===== src/logic/mpwm_defines.svh =====
// register offsets, field positions and reset values of the match based modulation timer
`ifndef MPWM_DEFINES_SVH
`define MPWM_DEFINES_SVH
// ----------------------------------------------------------------
// register byte offsets
// ----------------------------------------------------------------
`define MPWM_OFS_FLAGS 8'h00
`define MPWM_OFS_CTRL 8'h04
`define MPWM_OFS_COUNT 8'h08
`define MPWM_OFS_PRE_LIM 8'h0C
`define MPWM_OFS_PRE_CNT 8'h10
`define MPWM_OFS_MATCH_CTL 8'h14
`define MPWM_OFS_MATCH0 8'h18
`define MPWM_OFS_MATCH1 8'h1C
`define MPWM_OFS_MATCH2 8'h20
`define MPWM_OFS_MATCH3 8'h24
`define MPWM_OFS_CAP0 8'h28
`define MPWM_OFS_CAP1 8'h2C
`define MPWM_OFS_CAP2 8'h30
`define MPWM_OFS_CAP3 8'h34
`define MPWM_OFS_CAP_CTL 8'h38
`define MPWM_OFS_EXT_MATCH 8'h3C
`define MPWM_OFS_MATCH4 8'h40
`define MPWM_OFS_MATCH5 8'h44
`define MPWM_OFS_MATCH6 8'h48
`define MPWM_OFS_OUT_CTL 8'h4C
`define MPWM_OFS_RELEASE 8'h50
// ----------------------------------------------------------------
// field positions
// ----------------------------------------------------------------
`define MPWM_CTRL_RUN 0
`define MPWM_CTRL_RESET 1
`define MPWM_CTRL_MOD_EN 3
`define MPWM_OUT_SEL_LO 2
`define MPWM_OUT_EN_LO 9
`define MPWM_EXT_CTL_LO 7
`define MPWM_FLAG_CAP_LO 4
`define MPWM_FLAG_HI_LO 8
// ----------------------------------------------------------------
// sizes and reset values
// ----------------------------------------------------------------
`define MPWM_NUM_MATCH 7
`define MPWM_NUM_OUT 6
`define MPWM_NUM_CAP 4
`define MPWM_ZERO32 32'h0000_0000
`define MPWM_ONE32 32'h0000_0001
`define MPWM_EXT_NOP 2'h0
`define MPWM_EXT_LOW 2'h1
`define MPWM_EXT_HIGH 2'h2
`define MPWM_EXT_TOG 2'h3
`endif


===== src/logic/mpwm_pkg.sv =====
// types shared by the match based modulation timer
package mpwm_pkg;
    // ----------------------------------------------------------------
    // register port carrier
    // ----------------------------------------------------------------
    typedef struct packed {
        logic wr; // one-cycle write strobe
        logic rd; // one-cycle read strobe
        logic [7:0] addr; // byte address
        logic [31:0] wdata; // write data
    } mpwm_req_t;
    // per match action bits: interrupt, reset, stop
    typedef struct packed {
        logic stop;
        logic rst;
        logic irq;
    } mpwm_mact_t;
endpackage


===== src/logic/mpwm_timer.sv =====
// match based modulation timer with prescaler, capture and six modulation outputs
//
// Local design decisions: the register offsets and the address-and-strobe port.
`include "mpwm_defines.svh"

// How it works
// - seven matches feed six modulation outputs
// - match zero restarts count, sets period
// - single-edge output set at cycle start
// - single-edge output cleared by own match
// - select bit picks previous match as set
// - channel one set always by match zero
// - double-edge values load at cycle boundary
// - zero acts like the cycle rate value
// - old rate value reused once on change
// - clear beats set when simultaneous
// - match above rate makes no event in modulation mode
// - released values load only at boundary
// - modulation off means plain timer
// - 32-bit counter with 32-bit prescaler
// - four capture channels snapshot counter
// - match may interrupt, stop, or reset counter
// - external match low, high, toggle, nothing
// - counter advances every limit plus one clocks
// - writing one clears a flag
// - match flag rises two clocks after match
module mpwm_timer (
    input wire logic clock, // 40 MHz clock
    input wire logic rst, // asynchronous, active high
    input wire mpwm_pkg::mpwm_req_t req, // register request
    output logic [31:0] rdata, // read data, cycle after read strobe
    input wire logic [3:0] cap_in, // capture inputs, synchronous
    output logic [3:0] ext_match, // external match outputs
    output logic irq, // any pending flag
    output logic [6:1] mod_out // modulation outputs
);
    // ----------------------------------------------------------------
    // storage
    // ----------------------------------------------------------------
    logic [31:0] timer_count_reg; // main counter
    logic [31:0] prescale_limit_reg; // prescale limit
    logic [31:0] pre_cnt_reg; // prescale counter
    logic [31:0] shadow_reg [0:6]; // software side match values
    logic [31:0] match_reg [0:6]; // live match values
    logic [31:0] cap_reg [0:3]; // capture values
    logic [6:0] release_reg; // released matches waiting for boundary
    logic [10:0] flags_reg; // pending flags, bits 4..7 hold captures
    logic [3:0] ctrl_reg; // run, reset, mode enable
    logic [20:0] mctl_reg; // three action bits per match
    logic [11:0] capctl_reg; // rise, fall, irq per capture
    logic [11:0] emr_reg; // ext state and action codes
    logic [14:0] pcr_reg; // edge mode select and output enables
    logic [3:0] cap_q_reg; // previous capture input level
    logic [6:0] matched_reg; // matches seen at last tick, feeds flags
    logic [6:1] rate_old_reg; // old double-edge value equalled the rate
    // ----------------------------------------------------------------
    // helpers
    // ----------------------------------------------------------------
    // action bits of one match from the control register
    function automatic mpwm_pkg::mpwm_mact_t mact(input logic [20:0] c, input int n);
        mact = c[n*3 +: 3] ;
    endfunction
    // match event: equal to count and not above the rate (out of range gives none)
    function automatic logic hit(input logic [31:0] v, input logic [31:0] cnt,
                                 input logic [31:0] rate);
        hit = (v == cnt) && (v <= rate);
    endfunction
    // offset of match register n
    function automatic logic [7:0] mofs(input int n);
        case (n)
            0: mofs = `MPWM_OFS_MATCH0;
            1: mofs = `MPWM_OFS_MATCH1;
            2: mofs = `MPWM_OFS_MATCH2;
            3: mofs = `MPWM_OFS_MATCH3;
            4: mofs = `MPWM_OFS_MATCH4;
            5: mofs = `MPWM_OFS_MATCH5;
            default: mofs = `MPWM_OFS_MATCH6;
        endcase
    endfunction
    // offset of capture register n
    function automatic logic [7:0] cofs(input int n);
        cofs = 8'(`MPWM_OFS_CAP0 + 8'(n * 4));
    endfunction
    // ----------------------------------------------------------------
    // tick and match detection
    // ----------------------------------------------------------------
    logic running; // counter enabled and not held in reset
    logic tick; // prescaler wraps, counter steps
    logic mod_en; // modulation mode on
    logic [6:0] hit_now; // match events at this count
    logic [6:0] hit_ev; // events that take effect this tick
    logic boundary; // cycle rate reached: next cycle begins
    logic do_reset; // any match asks for counter reset
    logic do_stop; // any match asks for stop
    logic [6:0] irq_on; // match asks for a pending flag
    logic [6:0] rst_on; // match asks for a counter reset
    always_comb begin
        mpwm_pkg::mpwm_mact_t act; // action bits of the match in hand
        act = '0;
        running = ctrl_reg[`MPWM_CTRL_RUN] && !ctrl_reg[`MPWM_CTRL_RESET];
        tick = running && (pre_cnt_reg == prescale_limit_reg);
        mod_en = ctrl_reg[`MPWM_CTRL_MOD_EN];
        do_reset = 1'b0;
        do_stop = 1'b0;
        for (int n = 0; n < `MPWM_NUM_MATCH; n++) begin
            // out of range only matters in modulation mode
            hit_now[n] = mod_en ? hit(match_reg[n], timer_count_reg, match_reg[0])
                                : (match_reg[n] == timer_count_reg);
            hit_ev[n] = tick && hit_now[n];
            act = mact(mctl_reg, n);
            irq_on[n] = act.irq;
            rst_on[n] = act.rst;
            if (hit_ev[n] && act.rst) begin
                do_reset = 1'b1;
            end
            if (hit_ev[n] && act.stop) begin
                do_stop = 1'b1;
            end
        end
        boundary = hit_ev[0];
    end
    // ----------------------------------------------------------------
    // prescaler and counter
    // ----------------------------------------------------------------
    // counter and prescaler reset together; software writes land directly
    always_ff @(posedge clock or posedge rst) begin
        if (rst) begin
            timer_count_reg <= `MPWM_ZERO32;
            pre_cnt_reg <= `MPWM_ZERO32;
        end else if (ctrl_reg[`MPWM_CTRL_RESET]) begin
            timer_count_reg <= `MPWM_ZERO32;
            pre_cnt_reg <= `MPWM_ZERO32;
        end else if (req.wr && req.addr == `MPWM_OFS_COUNT) begin
            timer_count_reg <= req.wdata;
        end else if (req.wr && req.addr == `MPWM_OFS_PRE_CNT) begin
            pre_cnt_reg <= req.wdata;
        end else if (running) begin
            if (tick) begin
                pre_cnt_reg <= `MPWM_ZERO32;
                // reset on match gives a full cycle to the match value
                timer_count_reg <= do_reset ? `MPWM_ZERO32
                                            : timer_count_reg + `MPWM_ONE32;
            end else begin
                pre_cnt_reg <= pre_cnt_reg + `MPWM_ONE32;
            end
        end
    end
    // ----------------------------------------------------------------
    // control register
    // ----------------------------------------------------------------
    // stop on match drops the run bit
    always_ff @(posedge clock or posedge rst) begin
        if (rst) begin
            ctrl_reg <= 4'h0;
        end else if (req.wr && req.addr == `MPWM_OFS_CTRL) begin
            ctrl_reg <= req.wdata[3:0];
        end else if (do_stop) begin
            ctrl_reg[`MPWM_CTRL_RUN] <= 1'b0;
        end
    end
    // ----------------------------------------------------------------
    // plain configuration registers
    // ----------------------------------------------------------------
    always_ff @(posedge clock or posedge rst) begin
        if (rst) begin
            prescale_limit_reg <= `MPWM_ZERO32;
            mctl_reg <= 21'h0;
            capctl_reg <= 12'h0;
            pcr_reg <= 15'h0;
        end else if (req.wr) begin
            unique case (req.addr)
                `MPWM_OFS_PRE_LIM: prescale_limit_reg <= req.wdata;
                `MPWM_OFS_MATCH_CTL: mctl_reg <= req.wdata[20:0];
                `MPWM_OFS_CAP_CTL: capctl_reg <= req.wdata[11:0];
                `MPWM_OFS_OUT_CTL: pcr_reg <= req.wdata[14:0];
                default: ;
            endcase
        end
    end
    // ----------------------------------------------------------------
    // match values: shadow, release, load at boundary
    // ----------------------------------------------------------------
    // in timer mode writes go live at once; in modulation mode they wait
    // for a release and the next cycle start, so no runt pulse is made
    always_ff @(posedge clock or posedge rst) begin
        if (rst) begin
            for (int n = 0; n < `MPWM_NUM_MATCH; n++) begin
                shadow_reg[n] <= `MPWM_ZERO32;
                match_reg[n] <= `MPWM_ZERO32;
            end
            release_reg <= 7'h00;
        end else begin
            for (int n = 0; n < `MPWM_NUM_MATCH; n++) begin
                if (req.wr && req.addr == mofs(n)) begin
                    shadow_reg[n] <= req.wdata;
                    if (!mod_en) begin
                        match_reg[n] <= req.wdata;
                    end
                end else if (mod_en && boundary && release_reg[n]) begin
                    match_reg[n] <= shadow_reg[n];
                end
            end
            if (req.wr && req.addr == `MPWM_OFS_RELEASE) begin
                release_reg <= release_reg | req.wdata[6:0];
            end else if (boundary) begin
                release_reg <= 7'h00;
            end
        end
    end
    // ----------------------------------------------------------------
    // modulation outputs
    // ----------------------------------------------------------------
    // the output flip-flops follow the set/clear table; clear wins ties
    always_ff @(posedge clock or posedge rst) begin
        if (rst) begin
            mod_out <= 6'h00;
            rate_old_reg <= 6'h00;
        end else if (!mod_en) begin
            mod_out <= 6'h00;
        end else if (tick) begin
            for (int n = 1; n <= `MPWM_NUM_OUT; n++) begin
                logic sel;
                logic set_ev;
                logic clr_ev;
                logic [31:0] sv;
                logic [31:0] cv;
                sel = pcr_reg[`MPWM_OUT_SEL_LO + n - 2] && (n != 1);
                sv = sel ? match_reg[n-1] : match_reg[0];
                cv = match_reg[n];
                set_ev = sel ? hit_now[n-1] : boundary;
                clr_ev = hit_now[n];
                if (sel) begin
                    // zero behaves like the rate: fires at the boundary
                    set_ev = set_ev || (boundary && sv == `MPWM_ZERO32);
                    clr_ev = clr_ev || (boundary && cv == `MPWM_ZERO32);
                    // an old value equal to the rate fires once more
                    if (boundary && rate_old_reg[n] && release_reg[n]) begin
                        set_ev = set_ev || (sv == match_reg[0]);
                    end
                end else if (boundary && cv == `MPWM_ZERO32) begin
                    clr_ev = 1'b1;
                end
                if (clr_ev) begin
                    mod_out[n] <= 1'b0;
                end else if (set_ev) begin
                    mod_out[n] <= 1'b1;
                end
                if (boundary) begin
                    rate_old_reg[n] <= (match_reg[n] == match_reg[0])
                                    && (shadow_reg[n] != `MPWM_ZERO32);
                end
            end
        end
    end
    // ----------------------------------------------------------------
    // external match outputs
    // ----------------------------------------------------------------
    always_ff @(posedge clock or posedge rst) begin
        if (rst) begin
            emr_reg <= 12'h000;
        end else if (req.wr && req.addr == `MPWM_OFS_EXT_MATCH) begin
            emr_reg <= req.wdata[11:0];
        end else begin
            for (int n = 0; n < 4; n++) begin
                if (hit_ev[n]) begin
                    unique case (emr_reg[4 + n*2 +: 2])
                        `MPWM_EXT_NOP: ;
                        `MPWM_EXT_LOW: emr_reg[n] <= 1'b0;
                        `MPWM_EXT_HIGH: emr_reg[n] <= 1'b1;
                        `MPWM_EXT_TOG: emr_reg[n] <= ~emr_reg[n];
                    endcase
                end
            end
        end
    end
    // ----------------------------------------------------------------
    // capture channels
    // ----------------------------------------------------------------
    logic [3:0] cap_ev; // capture events this cycle
    always_comb begin
        for (int n = 0; n < `MPWM_NUM_CAP; n++) begin
            cap_ev[n] = (capctl_reg[n*3] && !cap_q_reg[n] && cap_in[n])
                     || (capctl_reg[n*3+1] && cap_q_reg[n] && !cap_in[n]);
        end
    end
    always_ff @(posedge clock or posedge rst) begin
        if (rst) begin
            cap_q_reg <= 4'h0;
            for (int n = 0; n < `MPWM_NUM_CAP; n++) begin
                cap_reg[n] <= `MPWM_ZERO32;
            end
        end else begin
            cap_q_reg <= cap_in;
            for (int n = 0; n < `MPWM_NUM_CAP; n++) begin
                if (cap_ev[n]) begin
                    cap_reg[n] <= timer_count_reg;
                end
            end
        end
    end
    // ----------------------------------------------------------------
    // flags: set wins over the clearing write
    // ----------------------------------------------------------------
    always_ff @(posedge clock or posedge rst) begin
        if (rst) begin
            matched_reg <= 7'h00;
            flags_reg <= 11'h000;
        end else begin
            for (int n = 0; n < `MPWM_NUM_MATCH; n++) begin
                matched_reg[n] <= hit_ev[n] && irq_on[n];
            end
            for (int b = 0; b < 11; b++) begin
                logic set;
                set = (b < 4) ? matched_reg[b]
                    : (b < `MPWM_FLAG_HI_LO) ? (cap_ev[b-4] && capctl_reg[(b-4)*3+2])
                    : matched_reg[b-4];
                if (set) begin
                    flags_reg[b] <= 1'b1;
                end else if (req.wr && req.addr == `MPWM_OFS_FLAGS && req.wdata[b]) begin
                    flags_reg[b] <= 1'b0;
                end
            end
        end
    end
    // ----------------------------------------------------------------
    // read path and registered outputs
    // ----------------------------------------------------------------
    always_ff @(posedge clock or posedge rst) begin
        if (rst) begin
            rdata <= `MPWM_ZERO32;
            irq <= 1'b0;
            ext_match <= 4'h0;
        end else begin
            irq <= |flags_reg;
            ext_match <= emr_reg[3:0];
            rdata <= `MPWM_ZERO32;
            if (req.rd) begin
                unique case (req.addr)
                    `MPWM_OFS_FLAGS: rdata <= {21'h0, flags_reg};
                    `MPWM_OFS_CTRL: rdata <= {28'h0, ctrl_reg};
                    `MPWM_OFS_COUNT: rdata <= timer_count_reg;
                    `MPWM_OFS_PRE_LIM: rdata <= prescale_limit_reg;
                    `MPWM_OFS_PRE_CNT: rdata <= pre_cnt_reg;
                    `MPWM_OFS_MATCH_CTL: rdata <= {11'h0, mctl_reg};
                    `MPWM_OFS_MATCH0: rdata <= shadow_reg[0];
                    `MPWM_OFS_MATCH1: rdata <= shadow_reg[1];
                    `MPWM_OFS_MATCH2: rdata <= shadow_reg[2];
                    `MPWM_OFS_MATCH3: rdata <= shadow_reg[3];
                    `MPWM_OFS_CAP0: rdata <= cap_reg[0];
                    `MPWM_OFS_CAP1: rdata <= cap_reg[1];
                    `MPWM_OFS_CAP2: rdata <= cap_reg[2];
                    `MPWM_OFS_CAP3: rdata <= cap_reg[3];
                    `MPWM_OFS_CAP_CTL: rdata <= {20'h0, capctl_reg};
                    `MPWM_OFS_EXT_MATCH: rdata <= {20'h0, emr_reg};
                    `MPWM_OFS_MATCH4: rdata <= shadow_reg[4];
                    `MPWM_OFS_MATCH5: rdata <= shadow_reg[5];
                    `MPWM_OFS_MATCH6: rdata <= shadow_reg[6];
                    `MPWM_OFS_OUT_CTL: rdata <= {17'h0, pcr_reg};
                    `MPWM_OFS_RELEASE: rdata <= {25'h0, release_reg};
                    default: rdata <= `MPWM_ZERO32; // unmapped reads zero
                endcase
            end
        end
    end
    // ----------------------------------------------------------------
    // checks
    // ----------------------------------------------------------------
    chk_flag_after_match: assert property (@(posedge clock) disable iff (rst)
        (hit_ev[0] && irq_on[0]) |-> ##2 flags_reg[0])
        else $error("match flag not raised after match");
    chk_prescale_step: assert property (@(posedge clock) disable iff (rst)
        (running && !tick && !req.wr) |=> $stable(timer_count_reg))
        else $error("counter stepped without prescale wrap");
    chk_clear_wins: assert property (@(posedge clock) disable iff (rst)
        (mod_en && tick && hit_now[1]) |=> !mod_out[1])
        else $error("output high after its clear match");
    chk_reset_low: assert property (@(posedge clock) disable iff (rst)
        !mod_en |=> mod_out == 6'h00)
        else $error("outputs not low outside modulation mode");
    chk_cycle_restart: assert property (@(posedge clock) disable iff (rst)
        (tick && hit_now[0] && rst_on[0] && !ctrl_reg[`MPWM_CTRL_RESET]
         && !req.wr) |=> timer_count_reg == `MPWM_ZERO32)
        else $error("count did not restart at rate match");
    chk_flag_clear: assert property (@(posedge clock) disable iff (rst)
        (req.wr && req.addr == `MPWM_OFS_FLAGS && req.wdata[1] && !matched_reg[1])
        |=> !flags_reg[1])
        else $error("flag not cleared by one");
    chk_single_set: assert property (@(posedge clock) disable iff (rst)
        (mod_en && boundary && !pcr_reg[`MPWM_OUT_SEL_LO] && !hit_now[2]
         && match_reg[2] != `MPWM_ZERO32) |=> mod_out[2])
        else $error("single-edge output not set at cycle start");
    chk_stop_run: assert property (@(posedge clock) disable iff (rst)
        (do_stop && !req.wr) |=> !ctrl_reg[`MPWM_CTRL_RUN])
        else $error("counter kept running after stop match");
endmodule // mpwm_timer


===== config.mk =====
export PLATFORM = sky130hd
export DESIGN_NAME = mpwm_timer
export DESIGN_NICKNAME = d
export VERILOG_FILES = /design/src/logic/mpwm_pkg.sv /design/src/logic/mpwm_timer.sv
export VERILOG_INCLUDE_DIRS = /design/src /design/src/logic
export SDC_FILE = /design/constraint.sdc
export NUM_CORES = 2
export LEC_CHECK = 0
export BUFFER_PORTS_ARGS = -buffer_cell sky130_fd_sc_hd__clkbuf_2
export CAP_MARGIN = 20
export CORE_ASPECT_RATIO = 1.2
export CORE_UTILIZATION = 45
export DETAILED_ROUTE_END_ITERATION = 12
export PLACE_DENSITY_LB_ADDON = 0.1
export SETUP_SLACK_MARGIN = 0.2
export SYNTH_ARGS = -nofsm -noshare
export SYNTH_HDL_FRONTEND = slang
export SYNTH_SLANG_ARGS = --single-unit

===== constraint.sdc =====
create_clock -name clock -period 53.7 [get_ports clock]
set_input_delay 5.37 -clock clock [delete_from_list [all_inputs] [get_ports clock]]
set_output_delay 5.37 -clock clock [all_outputs]
set_load 0.05 [all_outputs]

======== After elaboration in Yosys (flattened, before gate mapping) ========
Index checks and enable logic that the tools add are counted.
cells by class
  mux-type cells .......................... 151
  reduce and logical (&&, ||, !) cells .... 218
  $lt $le $gt $ge ......................... 7
  eq/ne operators ......................... 67
  $add $sub $neg .......................... 2
  bitwise gates (word level) .............. 5
operators by type and width
  cell                   count
  $mux 32                32
  $pmux 32 s21           1
  $eq 32x32->1           19
  $logic_not 32->1       11
  $le 32x32->1           7
  $reduce_bool 32->1     6
  $logic_and 1x1->1      116
  $mux 1                 109
  $add 32x1->32 const B  2
  $eq 8x6->1 const B     8
  $reduce_bool 2->1      24
  $reduce_and 2->1       22
  $eq 8x7->1 const B     5
  $eq 8x5->1 const B     4
  $logic_or 1x1->1       19
  $ne 3x1->1 const B     6
  $eq 2x2->1 const B     8
  $eq 8x4->1 const B     2
  $ne 2x2->1 const B     8
  $reduce_bool 4->1      4
  $mux 7                 2
  $mux 6                 2
  $pmux 1 s3             4
  $reduce_or 11->1       1
  other kinds (11)       28
word-level totals
  word-level logic and storage cells ...... 505
  flip-flop bits (word level) ............. 814
  output and inout bits ................... 43
  bits of input ports ..................... 48

======== Depth between registers and ports, before layout ========
  word-level depth ........................ 18
  mapped depth ............................ 13
  mapped depth without buffers ............ 10

======== Worst setup path before layout ========
Ideal clock, no wire load.
  path kind ............................... input -> register
  from .................................... in req[36] (netlist bit)
  to ...................................... reg timer_count_reg[13]
  stages .................................. 10
  data required time ...................... 53.561 ns
  library setup time ...................... 0.139 ns
  path slack .............................. 45.987 ns
  data arrival time ....................... 7.574 ns
  buffers on the path ..................... 4
  cells stage by stage .................... clkbuf_1 -> or4_1 -> clkbuf_1 -> nor2_1 -> a21o_1 -> clkbuf_1 -> a31oi_1 -> clkbuf_1 -> a41oi_1 -> o221ai_1
between the ends
  longest elaborated chain between the ends .. 4
  elaborated cells on any way between the ends .. 10
  those cells by class .................... 3 x eq/ne; 2 x mux; 5 x reduce/logical
RTL lines
  element                                                       RTL line           text
  start: declaration                                            mpwm_timer.sv:30   input wire mpwm_pkg::mpwm_req_t req,
  $eq 8x4->1 or $eq 8x5->1 (tied branches)                      n/a
  $logic_and 1x1->1 (no source line)                            n/a
  $ne 3x3->1 (no source line) (tied with other cells)           n/a
  $reduce_and 3->1 (no source line) or $mux 32 (tied branches)  n/a
  end signal: assignment                                        mpwm_timer.sv:128  timer_count_reg <= `MPWM_ZERO32;
  end signal: assignment                                        mpwm_timer.sv:131  timer_count_reg <= `MPWM_ZERO32;
  end signal: assignment                                        mpwm_timer.sv:134  timer_count_reg <= req.wdata;
  end: declaration                                              mpwm_timer.sv:40   logic [31:0] timer_count_reg;
Several ways; a longest one is shown, not always the timed one.
A chain may end at the register's enable or synchronous reset.

======== Final worst setup path ========
  from .................................... in req[36] (netlist bit)
  to ...................................... reg match_reg[219] (netlist bit)
between the ends
  longest elaborated chain between the ends .. 4
  elaborated cells on any way between the ends .. 6
  those cells by class .................... 2 x eq/ne; 1 x mux; 3 x reduce/logical
RTL lines
  element                                                           RTL line           text
  $eq 8x5->1 (*)                                                    mpwm_timer.sv:194  if (req.wr && req.addr == mofs(n)) begin
  $logic_and 1x1->1 (*)                                             mpwm_timer.sv:194
  $ne 2x2->1 (no source line) or $reduce_bool 2->1 (tied branches)  n/a
  $reduce_and 2->1 (no source line)                                 n/a
  end signal: indexed assignment                                    mpwm_timer.sv:189  match_reg[n] <= `MPWM_ZERO32;
  end signal: indexed assignment                                    mpwm_timer.sv:197  match_reg[n] <= req.wdata;
  end signal: indexed assignment                                    mpwm_timer.sv:200  match_reg[n] <= shadow_reg[n];
  end: declaration                                                  mpwm_timer.sv:44   logic [31:0] match_reg [0:6];
Mark *: on every way between the ends. The rest lies on a longest branch, timed or not.

==> results.toml <==
[outcome]
status = "finished clean"

[route]
wl_met2_mm = 90.4
vias = 37700
ant_nets = 0
met3_length_mm = 23.5
drt-initial-drc-count = 4862
first_pass_iters = 6
wl_per_cell_um = 38.6
highest_layer = "met5"
drt-met1-wl_mm = 81.8
drcViolationCount = 0
vias_per_cell = 6.92
wl_mm = 210

[setup_path]
crit_slowest_cell = "nand2_2"
crit-reg2reg-launch = "match_reg[206]$_DFFE_PP0P_"
cp-startpoint = "req[36]"
critPathMaxFanout = 45
startpoint_type = "primary input"
crit_arrival_ns = 9.80
cp_slowest_stage_delay_ns = 0.76
r2r-end = "timer_count_reg[21]$_DFFE_PP0P_"
critPathKind = "in2reg"
crit_top_cell = "buf_4"
cp_num_cells = 9
rrSetupSlack_ns = 48.32
crit_path_end_kind = "flip-flop"
worstSetupEndpoint = "match_reg[219]$_DFFE_PP0P_"
worstPathCellList = "clkbuf_2 > buf_4 > or4b_1 > nor2_4 > buf_4 > nand2_2 > o22ai_4 > buf_4 > mux2_2"
r2r_cells = 11
crit_required_ns = 54.25
path_delay_family = "simple AND/OR/NAND/NOR gates"
worst-path-buf-inv = 4

[job]
max-cap-violations = 0

[placement]
place_congestion = 0.981
portBuffers = 90
place_hpwl_mm = 151

[clock_network]
clock_path_buffers = 3
postCtsResizedCells = 0
clk_latency_ns = 0.69
clock-sinks = 813
htreeDepth = 3
cts_buffers = 88
post-cts-setup-buffer-count = 0
cts-hold-fix-buffers = 0
cts_root_buf = "clkbuf_16"
cts_tree = "yes"
clkSlewWorstSetupHoldPaths_ns = 0.07

[hold_path]
hold_class = "reg2reg"
holdPathStages = 1

[synth]
synth_seq_area_share = 0.450
synthFlopType = "dfrtp_1"
synth_cell_type_count = 72
synth.mux.area_fraction = 0.173
synth_top_family_by_area = "multiplexers"
synth_fa_ha_area_frac = 0.0548
async_flop_share = 1.00
synth_nets = 4313
yosys.area_share.simple = 0.101
synthXorXnorAreaFrac = 0.0782
syn_avg_cell_area_um2 = 11.1
synth_edf_count = 0
syn_area_mm2 = 0.0452
synth-compound-area-share = 0.110
yosys_warnings = 0
synth_seq_cells = 813
syn_inst = 4067

[timing]
setup_viol = 0
fin_tns_setup_ns = 0
drv_slew = 0
rsz0062_at_grt = "no"
max_slew_margin = 0.254
period_share = 0.172
worstMarginPinSlew_ns = 1.12
fmax_mhz = 108
fin_crit_ns = 9.25
finClkSkew_ns = 0.0372
final_hold_viol_count = 0

[floorplanning]
io_pins = 91
fp.dieArea_mm2 = 0.102
coreArea_mm2 = 0.0998
die_w_um = 291
rows = 127
initial_utilization = 0.453
die_y_um = 349

[global_route]
grt_pass1_wl_mm = 291
grt-ovfl-total = 0
grt_pass1_vias = 36400
grt_use_total = 0.410
grt_max_degree = 173
antenna_found_initial = 22

[power]
power_density_mw_per_mm2 = 33.9
power.total_w = 0.00171
peakVddDrop_v = 0.0000303
p_leak_nw = 22.9

[finish]
areaGrowthSynthToFinish_pct = 11.4
nets = 4327
final_layout_size_suffix_gt1_frac = 0.214
post-route-util = 0.505
## through the flow
| stage | cells | hold WS, ns | setup WS, ns | instance area, um2 |
|---|---|---|---|---|
| 2_1_floorplan | 4067 | 0.374 | 25.50 | 45200 |
| 3_3_place_gp | 5281 | 0.408 | 43.88 | 47400 |
| 3_5_place_dp | 5281 | 0.418 | 43.85 | 47400 |
| 4_1_cts | 5440 | 0.433 | 44.54 | 50400 |
| 5_1_grt | 5440 | 0.444 | 44.39 | 50400 |
| 6_report | 5446 | 0.430 | 44.45 | 50400 |
## worst reg2reg max path, cell delays in order (launching register included)
cell and delay [ns]:
dfrtp_1 0.72, inv_1 0.52, ha_1 0.47, nand4_1 0.17
or4_1 0.19, nor2_1 0.11, a311oi_1 0.75, nor4_1 0.28
a2111oi_4 0.33, buf_4 0.47, nand4_2 0.81, o221ai_1 0.46
## per-layer routing
layer,track usage,up-vias
met2,0.609,2465
met3,0.113,645
met1,0.535,19300
met4,0.241,8
li1,-,15200
met5,0,-
## area by class of cell
type	instances	area, um2
clock buffer	122	2520
timing repair buffer	226	1480
fill	9125	49400
multi-input combinational	2862	23600
tap	1290	1610
sequential	813	20300
inverter	90	345
antenna	6	15.0
clock inverter	37	414
## cells in the mapped netlist, drive strengths merged, types with 11 or more instances
library cell	number	area, um2
buf	46	206
a22o	58	508
a21oi	119	596
a222oi	19	190
nor2	101	379
nand4	181	1140
xor2	76	666
nor4	150	951
o211ai	11	82.6
mux2	667	7510
a221oi	89	780
mux2i	32	320
a221o	16	160
nand2	220	826
nor3	44	220
o21ai	124	621
ha	198	2480
a22oi	65	488
dfrtp	813	20300
and4	12	105
and3	23	144
nand3	63	315
clkbuf	256	961
inv	90	338
a31oi	57	363
a21o	16	120
nand2b	16	100
xnor2	328	2870
o221ai	29	254
a41oi	20	175
o22ai	11	68.8
## cell families (layout without fill, tap and decap cells)
family	count (synthesis)	in the layout
AND/OR/NAND/NOR	864	864
flip-flops	813	813
adder cells (fa/ha/maj)	198	198
buffers and inverters	392	475
AO/OA/AOI/OAI	697	697
other	0	6
multiplexers	699	699
XOR/XNOR	404	404
## how the worst min path moves through the flow
stage / from / end / slack, ns
after global routing: matched_reg[0]$_DFF_PP0_ / flags_reg[0]$_DFFE_PP0P_ / 0.44
final: matched_reg[4]$_DFF_PP0_ / flags_reg[8]$_DFFE_PP0P_ / 0.43
after CTS: matched_reg[4]$_DFF_PP0_ / flags_reg[8]$_DFFE_PP0P_ / 0.43
after detailed placement: matched_reg[4]$_DFF_PP0_ / flags_reg[8]$_DFFE_PP0P_ / 0.42
after floorplan: emr_reg[1]$_DFFE_PP0P_ / ext_match[1]$_DFF_PP0_ / 0.37
after global placement: matched_reg[1]$_DFF_PP0_ / flags_reg[1]$_DFFE_PP0P_ / 0.41
## cell usage in the layout (no fill, tap or decap), types with 9 or more instances in the layout
cell       instances
dfrtp_1          813
mux2_2           473
xnor2_1          328
nand2_1          215
ha_1             198
mux2_1           194
nand4_1          180
nor4_1           148
buf_4            135
a21oi_1          118
o21ai_0          101
clkbuf_16         91
clkbuf_2          90
inv_1             89
a221oi_1          89
nor2_1            88
xor2_1            76
a22oi_1           65
nand3_1           63
a22o_1            58
a31oi_1           55
nor3_1            39
mux2i_1           32
o221ai_1          29
and3_1            23
a41oi_1           20
a222oi_1          19
clkbuf_1          18
clkinv_2          18
o21ai_1           17
a21o_1            16
nand2b_1          16
a221o_1           16
clkbuf_8          13
and4_1            12
o211ai_1          11
nand3b_1          10
and2_1            10
nor2_4             9
## where the power goes
part	total, W	switching, W	internal (W)
Sequential	0.000728	0.0000508	0.000677
Clock	0.000634	0.000274	0.000360
Combinational	0.000348	0.000231	0.000116
Total	0.00171	0.000556	0.00115
Note: power is estimated with default switching activity, not from simulation.
